===== src/feature_enable_pkg.sv =====
// Constants for the extended feature enable register
package feature_enable_pkg;

  // ----------------------------------------------------------------
  // Register address and width
  // ----------------------------------------------------------------
  localparam int unsigned FEAT_DATA_W = 64;
  localparam logic [31:0] FEAT_REG_ADDR = 32'hc0000080;
  localparam logic [63:0] FEAT_RESET_VAL = 64'h0;

  // ----------------------------------------------------------------
  // Field positions
  // ----------------------------------------------------------------
  localparam int unsigned CALL_EXT_POS = 0;
  localparam int unsigned LONG_EN_POS = 8;
  localparam int unsigned RSV9_POS = 9;
  localparam int unsigned LONG_ACT_POS = 10;
  localparam int unsigned NOEXEC_POS = 11;
  localparam int unsigned VM_EN_POS = 12;
  localparam int unsigned SEG_LIM_POS = 13;
  localparam int unsigned FP_SAVE_POS = 14;
  localparam int unsigned RSV_HI_LSB = 15;

  // ----------------------------------------------------------------
  // Masks
  // ----------------------------------------------------------------
  // Bits that must be written as zero (63..15 and 9)
  localparam logic [63:0] MBZ_MASK = 64'hffff_ffff_ffff_8200;
  // Bits that always read as zero (63..15, 9 and 7..1)
  localparam logic [63:0] READ_ZERO_MASK = 64'hffff_ffff_ffff_82fe;
  // Fault error code reported on a refused write
  localparam logic [31:0] FAULT_CODE_VAL = 32'h0;

endpackage


===== src/feature_write_check.sv =====
// Write legality check for the extended feature enable register
`timescale 1ns/1ps

module feature_write_check
  import feature_enable_pkg::*;
(
  input wire logic [63:0] wdata, // Data software tries to write
  input wire logic long_act_now, // Current long-mode-active status
  output logic status_change, // Write would alter the status bit
  output logic mbz_violation // Write sets a must-be-zero bit
);

  // ----------------------------------------------------------------
  // Combinational checks
  // ----------------------------------------------------------------
  // Status bit compare and reserved-bit screen
  always_comb begin
    status_change = (wdata[LONG_ACT_POS] != long_act_now); // RULE4
    mbz_violation = |(wdata & MBZ_MASK); // RULE9
  end

endmodule // feature_write_check


===== src/extended_feature_enable_reg.sv =====
// Extended feature enable register with long-mode status and write fault
`timescale 1ns/1ps

// Behaviour
// [RULE1] Bit 0 enables system call extension
// [RULE2] Bit 8 requests long mode, resets zero
// [RULE3] Bit 10 read-only long mode active status
// [RULE4] Write changing bit 10 raises fault, code 0
// [RULE5] Bit 11 enables no-execute paging
// [RULE6] Bit 12 enables virtual machine support
// [RULE7] Bit 13 enables long-mode segment limit checks
// [RULE8] Bit 14 enables fast floating-point save
// [RULE9] Reserved bits read zero, must be zero
// [RULE10] Software checks identification flag before fast save
// [RULE11] Software sets fast save once only
// [RULE12] Firmware leaves register alone unless needed
// [RULE13] Good write updates all; read returns state
module extended_feature_enable_reg
  import feature_enable_pkg::*;
(
  input wire logic clk, // Core clock, 125 MHz
  input wire logic reset_n, // Asynchronous reset, active low
  input wire logic msr_wr_en, // One-cycle write request
  input wire logic msr_rd_en, // One-cycle read request
  input wire logic [31:0] msr_addr, // Register address of the request
  input wire logic [63:0] msr_wdata, // Write data
  input wire logic long_mode_active_in, // Long mode status from core logic
  output logic [63:0] msr_rdata, // Read data, valid with msr_rd_valid
  output logic msr_rd_valid, // Pulse: read answered
  output logic msr_wr_done, // Pulse: write accepted
  output logic general_protection_fault, // Pulse: write refused
  output logic [31:0] fault_error_code, // Error code with the fault
  output logic fast_system_call_enable, // Feature enable outputs
  output logic long_mode_enable,
  output logic long_mode_active,
  output logic no_execute_enable,
  output logic virtual_machine_support_enable,
  output logic segment_limit_check_enable,
  output logic fast_fp_state_save_enable
);

  // ----------------------------------------------------------------
  // State
  // ----------------------------------------------------------------
  logic call_ext_ff, nxt_call_ext; // System call enable
  logic long_en_ff, nxt_long_en; // Long mode enable
  logic long_act_ff, nxt_long_act; // Long mode active status
  logic noexec_ff, nxt_noexec; // No-execute enable
  logic vm_en_ff, nxt_vm_en; // Virtual machine enable
  logic seg_lim_ff, nxt_seg_lim; // Segment limit check enable
  logic fp_save_ff, nxt_fp_save; // Fast save enable
  logic [63:0] rdata_ff, nxt_rdata; // Read data holding
  logic rd_valid_ff, nxt_rd_valid; // Read answer pulse
  logic wr_done_ff, nxt_wr_done; // Write accepted pulse
  logic fault_ff, nxt_fault; // Fault pulse
  logic [31:0] ecode_ff, nxt_ecode; // Fault error code

  // Decode and checks
  logic addr_hit; // Request targets this register
  logic wr_hit; // Write to this register
  logic rd_hit; // Read of this register
  logic status_change; // Write would alter status bit
  logic mbz_violation; // Write sets reserved bits
  logic wr_ok; // Write is legal
  logic [63:0] cur_value; // Register image as software sees it

  // ----------------------------------------------------------------
  // Write checker
  // ----------------------------------------------------------------
  feature_write_check feature_write_check_inst (
    .wdata(msr_wdata),
    .long_act_now(long_act_ff),
    .status_change(status_change),
    .mbz_violation(mbz_violation)
  );

  // ----------------------------------------------------------------
  // Address decode and register image
  // ----------------------------------------------------------------
  // Reserved positions are left at zero in the image
  always_comb begin
    addr_hit = (msr_addr == FEAT_REG_ADDR);
    wr_hit = msr_wr_en && addr_hit;
    rd_hit = msr_rd_en && addr_hit;
    wr_ok = !status_change && !mbz_violation;
    cur_value = FEAT_RESET_VAL; // RULE9
    cur_value[CALL_EXT_POS] = call_ext_ff;
    cur_value[LONG_EN_POS] = long_en_ff;
    cur_value[LONG_ACT_POS] = long_act_ff;
    cur_value[NOEXEC_POS] = noexec_ff;
    cur_value[VM_EN_POS] = vm_en_ff;
    cur_value[SEG_LIM_POS] = seg_lim_ff;
    cur_value[FP_SAVE_POS] = fp_save_ff;
  end

  // ----------------------------------------------------------------
  // Next-state logic
  // ----------------------------------------------------------------
  // Enables load together on a legal write; status follows core
  always_comb begin
    nxt_call_ext = call_ext_ff;
    nxt_long_en = long_en_ff;
    nxt_noexec = noexec_ff;
    nxt_vm_en = vm_en_ff;
    nxt_seg_lim = seg_lim_ff;
    nxt_fp_save = fp_save_ff;
    nxt_long_act = long_mode_active_in; // RULE3
    nxt_rdata = rdata_ff;
    nxt_rd_valid = 1'b0;
    nxt_wr_done = 1'b0;
    nxt_fault = 1'b0;
    nxt_ecode = ecode_ff;
    if (wr_hit && wr_ok) begin
      // Legal write: every writable enable updates at once
      nxt_call_ext = msr_wdata[CALL_EXT_POS]; // RULE1 RULE13
      nxt_long_en = msr_wdata[LONG_EN_POS]; // RULE2
      nxt_noexec = msr_wdata[NOEXEC_POS]; // RULE5
      nxt_vm_en = msr_wdata[VM_EN_POS]; // RULE6
      nxt_seg_lim = msr_wdata[SEG_LIM_POS]; // RULE7
      nxt_fp_save = msr_wdata[FP_SAVE_POS]; // RULE8
      nxt_wr_done = 1'b1;
    end else if (wr_hit) begin
      // Refused write: fault with code zero, nothing stored
      nxt_fault = 1'b1; // RULE4
      nxt_ecode = FAULT_CODE_VAL; // RULE4
    end
    if (rd_hit) begin
      // Read returns current image
      nxt_rdata = cur_value; // RULE13
      nxt_rd_valid = 1'b1;
    end
  end

  // ----------------------------------------------------------------
  // Registers
  // ----------------------------------------------------------------
  // All fields clear on reset
  always_ff @(posedge clk or negedge reset_n) begin
    if (!reset_n) begin
      call_ext_ff <= 1'b0;
      long_en_ff <= 1'b0;
      long_act_ff <= 1'b0;
      noexec_ff <= 1'b0;
      vm_en_ff <= 1'b0;
      seg_lim_ff <= 1'b0;
      fp_save_ff <= 1'b0;
      rdata_ff <= 64'h0;
      rd_valid_ff <= 1'b0;
      wr_done_ff <= 1'b0;
      fault_ff <= 1'b0;
      ecode_ff <= 32'h0;
    end else begin
      call_ext_ff <= nxt_call_ext;
      long_en_ff <= nxt_long_en;
      long_act_ff <= nxt_long_act;
      noexec_ff <= nxt_noexec;
      vm_en_ff <= nxt_vm_en;
      seg_lim_ff <= nxt_seg_lim;
      fp_save_ff <= nxt_fp_save;
      rdata_ff <= nxt_rdata;
      rd_valid_ff <= nxt_rd_valid;
      wr_done_ff <= nxt_wr_done;
      fault_ff <= nxt_fault;
      ecode_ff <= nxt_ecode;
    end
  end

  // ----------------------------------------------------------------
  // Outputs
  // ----------------------------------------------------------------
  // Each output is a flip-flop
  assign msr_rdata = rdata_ff;
  assign msr_rd_valid = rd_valid_ff;
  assign msr_wr_done = wr_done_ff;
  assign general_protection_fault = fault_ff;
  assign fault_error_code = ecode_ff;
  assign fast_system_call_enable = call_ext_ff;
  assign long_mode_enable = long_en_ff;
  assign long_mode_active = long_act_ff;
  assign no_execute_enable = noexec_ff;
  assign virtual_machine_support_enable = vm_en_ff;
  assign segment_limit_check_enable = seg_lim_ff;
  assign fast_fp_state_save_enable = fp_save_ff;
endmodule // extended_feature_enable_reg


===== config.mk =====
export PLATFORM = sky130hd
export DESIGN_NAME = extended_feature_enable_reg
export DESIGN_NICKNAME = d
export VERILOG_FILES = /design/src/feature_enable_pkg.sv /design/src/feature_write_check.sv /design/src/extended_feature_enable_reg.sv
export SDC_FILE = /design/constraint.sdc
export NUM_CORES = 1
export LEC_CHECK = 0
export ABC_AREA = 1
export BUFFER_PORTS_ARGS = -buffer_cell sky130_fd_sc_hd__clkbuf_2
export CAP_MARGIN = 20
export CORE_MARGIN = 8
export CORE_UTILIZATION = 35
export CTS_CLUSTER_SIZE = 40
export DETAILED_ROUTE_END_ITERATION = 10
export PLACE_DENSITY = 0.88
export SLEW_MARGIN = 5
export SYNTH_ARGS = -nofsm -noshare
export SYNTH_HDL_FRONTEND = slang
export SYNTH_HIERARCHICAL = 1
export SYNTH_SLANG_ARGS = --single-unit

===== constraint.sdc =====
create_clock -name clk -period 2.9 [get_ports clk]
set_clock_uncertainty 0.2 [all_clocks]
set_input_delay 0.29 -clock clk [delete_from_list [all_inputs] [get_ports clk]]
set_output_delay 0.29 -clock clk [all_outputs]
set_load 0.01 [all_outputs]

# Word-level counts from Yosys, hierarchy flattened
# Cells that the tools add are included.
# Widths: inputs -> output; s select.
# classes
n_eq_ne	2
n_mux	4
reduce_logical	7
# ops
operator	count
$reduce_or 50->1	1
$eq 32x32->1 const B	1
$logic_and 1x1->1	4
$mux 1	4
$logic_not 1->1	2
$ne 1x1->1	1
# totals
reg_bits	17
inputBits	101
output_inout_bits	106
elab_cells	24

# Depth between registers and ports, before layout
# Gate-level depths: netlist of the first run.
# depth
ltp_word	5
mapped_depth	10
ltp_nobuf	10

# Hierarchy
# Netlist of the first run, hierarchy kept.
# by_module_without_submodules
mod	instances	cells_per_inst	area_each_um2
extended_feature_enable_reg	1	187	1462.7
feature_write_check	1	48	192.7

# Least setup slack after synthesis of the first run
# No wires, ideal clock.
# synth_path
path_type	input to register
startpoint	input msr_wdata[17]
endpoint	register fp_save_ff (netlist: fast_fp_state_save_enable)
arrival_time_ns	1.409
required_ns	2.583
setup_slack_ns	1.174
cell_stages	9
cell_sequence	or2_1 nor2_1 nand2_1 nor2_1 nand2_1 nor2_1 nand3_4 nand2_1 nand2_1
# synth_via
elab_chain_cells	4
# synth_lines
element	line_no	source
from (decl)	extended_feature_enable_reg.sv:26	input wire logic [63:0] msr_wdata,
$reduce_or 50->1	feature_write_check.sv:19	mbz_violation = |(wdata & MBZ_MASK);
named net mbz_violation	extended_feature_enable_reg.sv:63	logic mbz_violation;
$logic_not 1->1	extended_feature_enable_reg.sv:85	wr_ok = !status_change && !mbz_violation;
$logic_and 1x1->1	extended_feature_enable_reg.sv:85	
$logic_and 1x1->1	extended_feature_enable_reg.sv:113	if (wr_hit && wr_ok) begin
to (signal assigned)	extended_feature_enable_reg.sv:159	fp_save_ff <= nxt_fp_save;
to (decl)	extended_feature_enable_reg.sv:51	logic fp_save_ff, nxt_fp_save;
# The timed path passes the listed nets, and every way through them passes these cells.
# A chain may end at the register's enable or synchronous reset.

# Worst setup path after layout of the first run
# layout_path
startpoint	input msr_wdata[38]
endpoint	register fp_save_ff (netlist: fast_fp_state_save_enable)
# The elaborated chain is that of the path after synthesis.

==> results.sh, run 1 <==
export IMPL_ys_ff_latch=17
export IMPL_rsz0062_at_grt="false"
export IMPL_leakagePower_nw=1.31
export IMPL_holdWs_ns=0.0783
export IMPL_grt_antenna_before_repair=0
export IMPL_period_needed_ns=1.75
export IMPL_track_usage_pct=11.6
export IMPL_port_buffers=110
export IMPL_yosysTopAreaCell="buf_4"
export IMPL_hold_viol=0
export IMPL_finalSetupViolations=0
export IMPL_clkSinkCount=17
export IMPL_row_count=25
export IMPL_cts_buffers_inserted=3
export IMPL_num_antenna_cells=0
export IMPL_start_kind="primary input"
export IMPL_netlist_area_um2=1660
export IMPL_crit_fanout=8
export IMPL_globalplace_congestion=0.741
export IMPL_cts_max_level=1
export IMPL_clock_path_buffers=2
export IMPL_clkLatencyLatePin_ns=0.25
export IMPL_drv_slew=0
export IMPL_yosys_warnings=6
export IMPL_nets=451
export IMPL_layout_drive_gt1_share_pct=34.7
export IMPL_grt_max_degree=18
export IMPL_outcome="complete, no violations"
export IMPL_cp_required_ns=2.84
export IMPL_start_util_pct=35.8
export IMPL_crit_buf_inv=1
export IMPL_crit_type="in -> reg"
export IMPL_drtPass1Iterations=4
export IMPL_dieArea_um2=7190
export IMPL_combPwrFrac_pct=26.3
export IMPL_syn_to_final_growth_pct=20.7
export IMPL_clock_fmax_mhz=572
export IMPL_syn_area_per_cell_um2=7.04
export IMPL_ys_types=17
export IMPL_p_switching_mw=0.164
export IMPL_internal_power_mw=0.388
export IMPL_hp_class="in -> reg"
export IMPL_arrival_ns=1.69
export IMPL_cts_repair_resized=0
export IMPL_syn_instance_count=235
export IMPL_die_y_um=84.8
export IMPL_routedWlPerCell_um=10.8
export IMPL_drtAntennaViolNets=0
export IMPL_cts_root_buf="clkbuf_8"
export IMPL_path_cells="clkbuf_2 -> nor2_1 -> nand2_1 -> nor2_1 -> nand2_1 -> nor2_1 -> nand2_1 -> nor2_1 -> nand3_4 -> nand2_1 -> nand2_1"
export IMPL_grt_overflow=0
export IMPL_drt_total_wl_um=4370
export IMPL_worst_pin_slew_ns=0.588
export IMPL_cp_slowest_stage_delay_ns=0.47
export IMPL_ys_seq_area_share_pct=25.7
export IMPL_viasPerCell=3.70
export IMPL_coreArea_um2=4630
export IMPL_io_pins=207
export IMPL_final_core_util_pct=43.2
export IMPL_power_density_nw_per_um2=276
export IMPL_die_x_um=84.8
export IMPL_cts_tree="yes"
export IMPL_clockPowerShare_pct=30.5
export IMPL_dp_hpwl_um=4090
export IMPL_crit_path_frequent_cell="nand2_1"
export IMPL_grt_pass1_vias=1739
export IMPL_drv_cap=0
export IMPL_drc=0
export IMPL_seq_power_share_pct=43.3
export IMPL_crit_family="simple AND/OR/NAND/NOR gates"
export IMPL_clk_pin_slew_ns=0.06
export IMPL_grt_pass1_wl_um=7110
export IMPL_cp_slowest_cell="nor2_1"
export IMPL_max_slew_margin_pct=60.6
export IMPL_yosys_top_cells_area="buf_4 40%, dfrtp_1 26%, nand2_1 13%"
export IMPL_tns_ns=0
export IMPL_dr_first_iter_drc_count=32
export IMPL_ir_worst_vdd_v=0.000110
export IMPL_end_kind="flip-flop"
export IMPL_vias=1490
export IMPL_fin_crit_sh_pct=60.3
export IMPL_synth_top_area_share_pct=40.4
export IMPL_switching_share_pct=29.6
==> power by group through the flow <==
| stage | logic [mW] | registers, mW | clock network, mW |
|---|---|---|---|
| 4_1_cts | 0.140 | 0.239 | 0.174 |
| 3_5_place_dp | 0.137 | 0.243 | 0 |
| 5_1_grt | 0.164 | 0.238 | 0.182 |
| 2_1_floorplan | 0.158 | 0.243 | 0 |
| 6_report | 0.145 | 0.239 | 0.168 |
| 3_3_place_gp | 0.135 | 0.243 | 0 |
==> area by class of cell <==
cell class	count	area (um2)
Sequential cell	17	425
Timing Repair Buffer	112	571
Clock buffer	3	41.3
Clock inverter	1	5.00
Tap cell	54	67.6
Multi-Input combinational cell	212	868
Inverter	4	20.0
Fill cell	483	2630
==> state kept, by name, summed over array words and instances (netlist names) <==
name                            flops
fast_system_call_enable             1
fast_fp_state_save_enable           1
msr_rd_valid                        1
no_execute_enable                   1
msr_wr_done                         1
long_mode_enable                    1
segment_limit_check_enable          1
general_protection_fault            1
msr_rdata                           7
virtual_machine_support_enable      1
long_mode_active                    1
==> repair_timing <==
action,in CTS,in global routing
hold buffers,2,0
endpoints found under the hold margin,18,0
buffers inserted,0,0
==> worst min-delay path, stage by stage <==
cell	delay [ns]
clkbuf_2	0.08
nand4_1	0.08
nand2_1	0.05
==> cells by family (layout without fill, tap and decap cells) <==
kind of cell              Yosys count  in the layout  share of synthesized area (%)
DFF                                17             17                           25.7
xor gates and xnor gates            1              1                          0.529
and+or+nand+nor                   122            122                           31.7
buffers and inverters              94            120                           41.8
other                               1             89                          0.227
==> Yosys cell counts <==
cell and count:
buf_4 89, nand2_1 57, nor2_1 50, dfrtp_1 17, nand4_1 7, inv_1 3
nor2_2 2, and2_0 1, clkbuf_1 1, clkinv_4 1, conb_1 1, nand2_2 1
nand2_4 1, nand3_4 1, nor2_8 1, or2_1 1, xor2_1 1
==> worst paths after layout <==
kind                                                    endpoint  cells after the start  slack [ns]                       start
max                        fast_fp_state_save_enable$_DFFE_PN0P_                     11        1.15               msr_wdata[38]
min                        fast_fp_state_save_enable$_DFFE_PN0P_                      3        0.08               msr_wdata[14]
max reg2reg                fast_fp_state_save_enable$_DFFE_PN0P_                      5        1.25  long_mode_active$_DFF_PN0_
min reg2reg                            msr_rdata[10]$_DFFE_PN0P_                      2        0.28   msr_rdata[10]$_DFFE_PN0P_
max in group asynchronous               msr_rdata[0]$_DFFE_PN0P_                      2        1.91                     reset_n
min in group asynchronous              msr_rdata[11]$_DFFE_PN0P_                      2        0.30                     reset_n
==> metal layers <==
layer  routed length, um  track usage, %  vias to the layer above
li1                    -               -                      767
met1                1550            10.5                      614
met2                2350            22.5                      102
met5                   0               0                        -
met3                 408            3.51                        7
met4                  57            6.15                        0
==> cells in the final DEF, fill, tap and decap left out <==
cell,synthesis,routed
nor2_1,50,50
nand4_1,7,7
clkinv_2,0,1
or2_1,1,1
nor2_2,2,2
clkbuf_2,0,110
inv_1,3,3
nand2_4,1,1
clkbuf_8,0,3
nand2_2,1,1
dlygate4sd3_1,0,2
nand3_4,1,1
xor2_1,1,1
nand2_1,57,57
dfrtp_1,17,17
clkinv_4,1,1
and2_0,1,1
conb_1,1,89
nor2_8,1,1
==> per-stage QoR <==
step | power, mW | cells | worst slack, ns | cell area, um2
global route | 0.584 | 403 | 0.894 | 2000
global placement | 0.378 | 397 | 0.898 | 1930
floorplan | 0.402 | 323 | 1.17 | 1990
finish | 0.552 | 403 | 1.15 | 2000
detailed placement | 0.380 | 397 | 0.863 | 1930
CTS | 0.553 | 403 | 1.11 | 2000
Power figures use the tool's default switching activity.
==> inputs of run 2 (changes only) <==
--- a/config.mk
+++ b/config.mk
@@ -9,10 +9,10 @@
 export BUFFER_PORTS_ARGS = -buffer_cell sky130_fd_sc_hd__clkbuf_2
 export CAP_MARGIN = 20
 export CORE_MARGIN = 8
-export CORE_UTILIZATION = 35
+export CORE_UTILIZATION = 33
 export CTS_CLUSTER_SIZE = 40
 export DETAILED_ROUTE_END_ITERATION = 10
-export PLACE_DENSITY = 0.88
+export PLACE_DENSITY = 0.84
 export SLEW_MARGIN = 5
 export SYNTH_ARGS = -nofsm -noshare
 export SYNTH_HDL_FRONTEND = slang
==> constraint.sdc (replaced) <==
create_clock -name clk -period 1.8 [get_ports clk]
set_clock_uncertainty 0.2 [all_clocks]
set_input_delay 0.18 -clock clk [delete_from_list [all_inputs] [get_ports clk]]
set_output_delay 0.18 -clock clk [all_outputs]
set_load 0.01 [all_outputs]
==> results.sh, run 2 (synthesis gave the netlist of run 1 again) <==
export IMPL_num_antenna_cells=0
export IMPL_clock_path_buffers=2
export IMPL_io_pins=207
export IMPL_hp_class="in -> reg"
export IMPL_place_ws_ns=0.168
export IMPL_end_kind="flip-flop"
export IMPL_drv_cap=0
export IMPL_die_y_um=86.8
export IMPL_vias=1508
export IMPL_drc=0
export IMPL_layout_drive_gt1_share_pct=34.3
export IMPL_grt_antenna_before_repair=0
export IMPL_start_util_pct=34.6
export IMPL_mostFrequentLayoutCells="110 x clkbuf_2, 89 x conb_1, 57 x nand2_1"
export IMPL_ir_worst_vdd_v=0.000189
export IMPL_grt_pass1_wl_um=7450
export IMPL_syn_to_final_growth_pct=25.8
export IMPL_dp_cells=411
export IMPL_viasPerCell=3.57
export IMPL_layout_cells_non_filler=423
export IMPL_p_switching_mw=0.269
export IMPL_coreArea_um2=4790
export IMPL_dr_first_iter_drc_count=37
export IMPL_row_count=25
export IMPL_post_dp_cell_area_um2=1960
export IMPL_seq_power_share_pct=42.6
export IMPL_hold_viol=0
export IMPL_routedWlPerCell_um=11.2
export IMPL_combPwrFrac_pct=27.3
export IMPL_grt_pass1_vias=1627
export IMPL_nets=458
export IMPL_drtPass1Iterations=4
export IMPL_cp_slowest_stage_delay_ns=0.40
export IMPL_cts_repair_resized=0
export IMPL_clock_fmax_mhz=727
export IMPL_outcome="complete, no violations"
export IMPL_start_kind="flip-flop"
export IMPL_dp_hpwl_um=4280
export IMPL_finalInstanceArea_um2=2080
export IMPL_mostFrequentLayoutCell="clkbuf_2"
export IMPL_cp_slowest_cell="dfrtp_1"
export IMPL_clkSinkCount=17
export IMPL_grt_overflow=0
export IMPL_port_buffers=110
export IMPL_internal_power_mw=0.634
export IMPL_die_x_um=86.8
export IMPL_crit_family="flip-flops"
export IMPL_drt_total_wl_um=4740
export IMPL_clk_pin_slew_ns=0.06
export IMPL_crit_path_frequent_cell="nand2_1"
export IMPL_dieArea_um2=7540
export IMPL_crit_buf_inv=1
export IMPL_cp_required_ns=1.74
export IMPL_multiInputGateArea_um2=868
export IMPL_track_usage_pct=12.0
export IMPL_period_needed_ns=1.37
export IMPL_drv_slew=0
export IMPL_crit_type="reg -> reg"
export IMPL_drtAntennaViolNets=0
export IMPL_clkLatencyLatePin_ns=0.25
export IMPL_fin_crit_sh_pct=76.4
export IMPL_largest_reg_flops=7
export IMPL_cts_max_level=1
export IMPL_rsz0062_at_grt="false"
export IMPL_globalplace_congestion=0.796
export IMPL_regArea_um2=425
export IMPL_grt_max_degree=18
export IMPL_fillers=507
export IMPL_tns_ns=0
export IMPL_finalSetupViolations=0
export IMPL_setup_ws_ns=0.425
export IMPL_clockPowerShare_pct=30.1
export IMPL_final_core_util_pct=43.5
export IMPL_path_cells="xor2_1 -> nor2_1 -> buf_4 -> nand3_4 -> nand2_1 -> nand2_1"
export IMPL_arrival_ns=1.32
export IMPL_switching_share_pct=29.8
export IMPL_cts_root_buf="clkbuf_8"
export IMPL_cts_buffers_inserted=3
export IMPL_cts_tree="yes"
export IMPL_leakagePower_nw=1.34
export IMPL_power_density_nw_per_um2=433
export IMPL_crit_fanout=8
run 2: cell types whose count changed in the layout (fill, tap and decap cells not counted), sizes merged:
cell,change
buf,+1
dlygate4sd3,+6
run 2: final timing paths:
kind                       cells after the start  slack (ns)                  startpoint                             to
hold reg to reg                                2        0.28    msr_rdata[8]$_DFFE_PN0P_       msr_rdata[8]$_DFFE_PN0P_
setup reg to reg                               6        0.43  long_mode_active$_DFF_PN0_  no_execute_enable$_DFFE_PN0P_
max in group asynchronous                      2        0.94                     reset_n     long_mode_active$_DFF_PN0_
hold / removal                                 3        0.04                   msr_rd_en         msr_rd_valid$_DFF_PN0_
setup / recovery                               6        0.43  long_mode_active$_DFF_PN0_  no_execute_enable$_DFFE_PN0P_
min in group asynchronous                      2        0.18                     reset_n      msr_rdata[14]$_DFFE_PN0P_
run 2: layout make-up:
type                       count  area share (%)
clock buffer                   3            1.98
clock inverter                 1           0.240
inverter                       4           0.962
multi-input combinational    212            41.7
sequential                    17            20.4
tap                           67            4.03
timing repair buffer         119            30.6
run 2: timing repair:
action,4_1_cts,5_1_grt
hold buffers,8,0
setup buffers,0,0
hold endpoints to repair,24,0
run 2: worst register-to-register path, stage by stage, from the launching register on:
cell and delay, ns:
dfrtp_1 0.40, xor2_1 0.17, nor2_1 0.09, buf_4 0.17, nand3_4 0.11, nand2_1 0.09, nand2_1 0.04
run 2: layer usage:
layer | vias to the layer above | share of wire [%] | wire length (um) | track usage (%)
li1 | 781 | - | - | -
met1 | 630 | 36 | 1710 | 12.6
met2 | 91 | 53 | 2530 | 22.3
met3 | 6 | 9.2 | 438 | 3.21
met4 | 0 | 1.2 | 59 | 4.54
met5 | - | 0 | 0 | 0
run 2: power by group through the flow:
stage | registers, mW | logic (mW) | clock network [mW]
finish | 0.384 | 0.247 | 0.271
global route | 0.384 | 0.277 | 0.296
CTS | 0.384 | 0.235 | 0.280
detailed placement | 0.391 | 0.220 | 0
global placement | 0.391 | 0.218 | 0
floorplan | 0.392 | 0.255 | 0
run 2: through the flow:
stage	power, mW	hold slack (ns)
finish	0.902	0.0361
global route	0.957	0.0598
CTS	0.899	0.0399
detailed placement	0.612	-0.0815
global placement	0.610	-0.0855
floorplan	0.647	-0.316
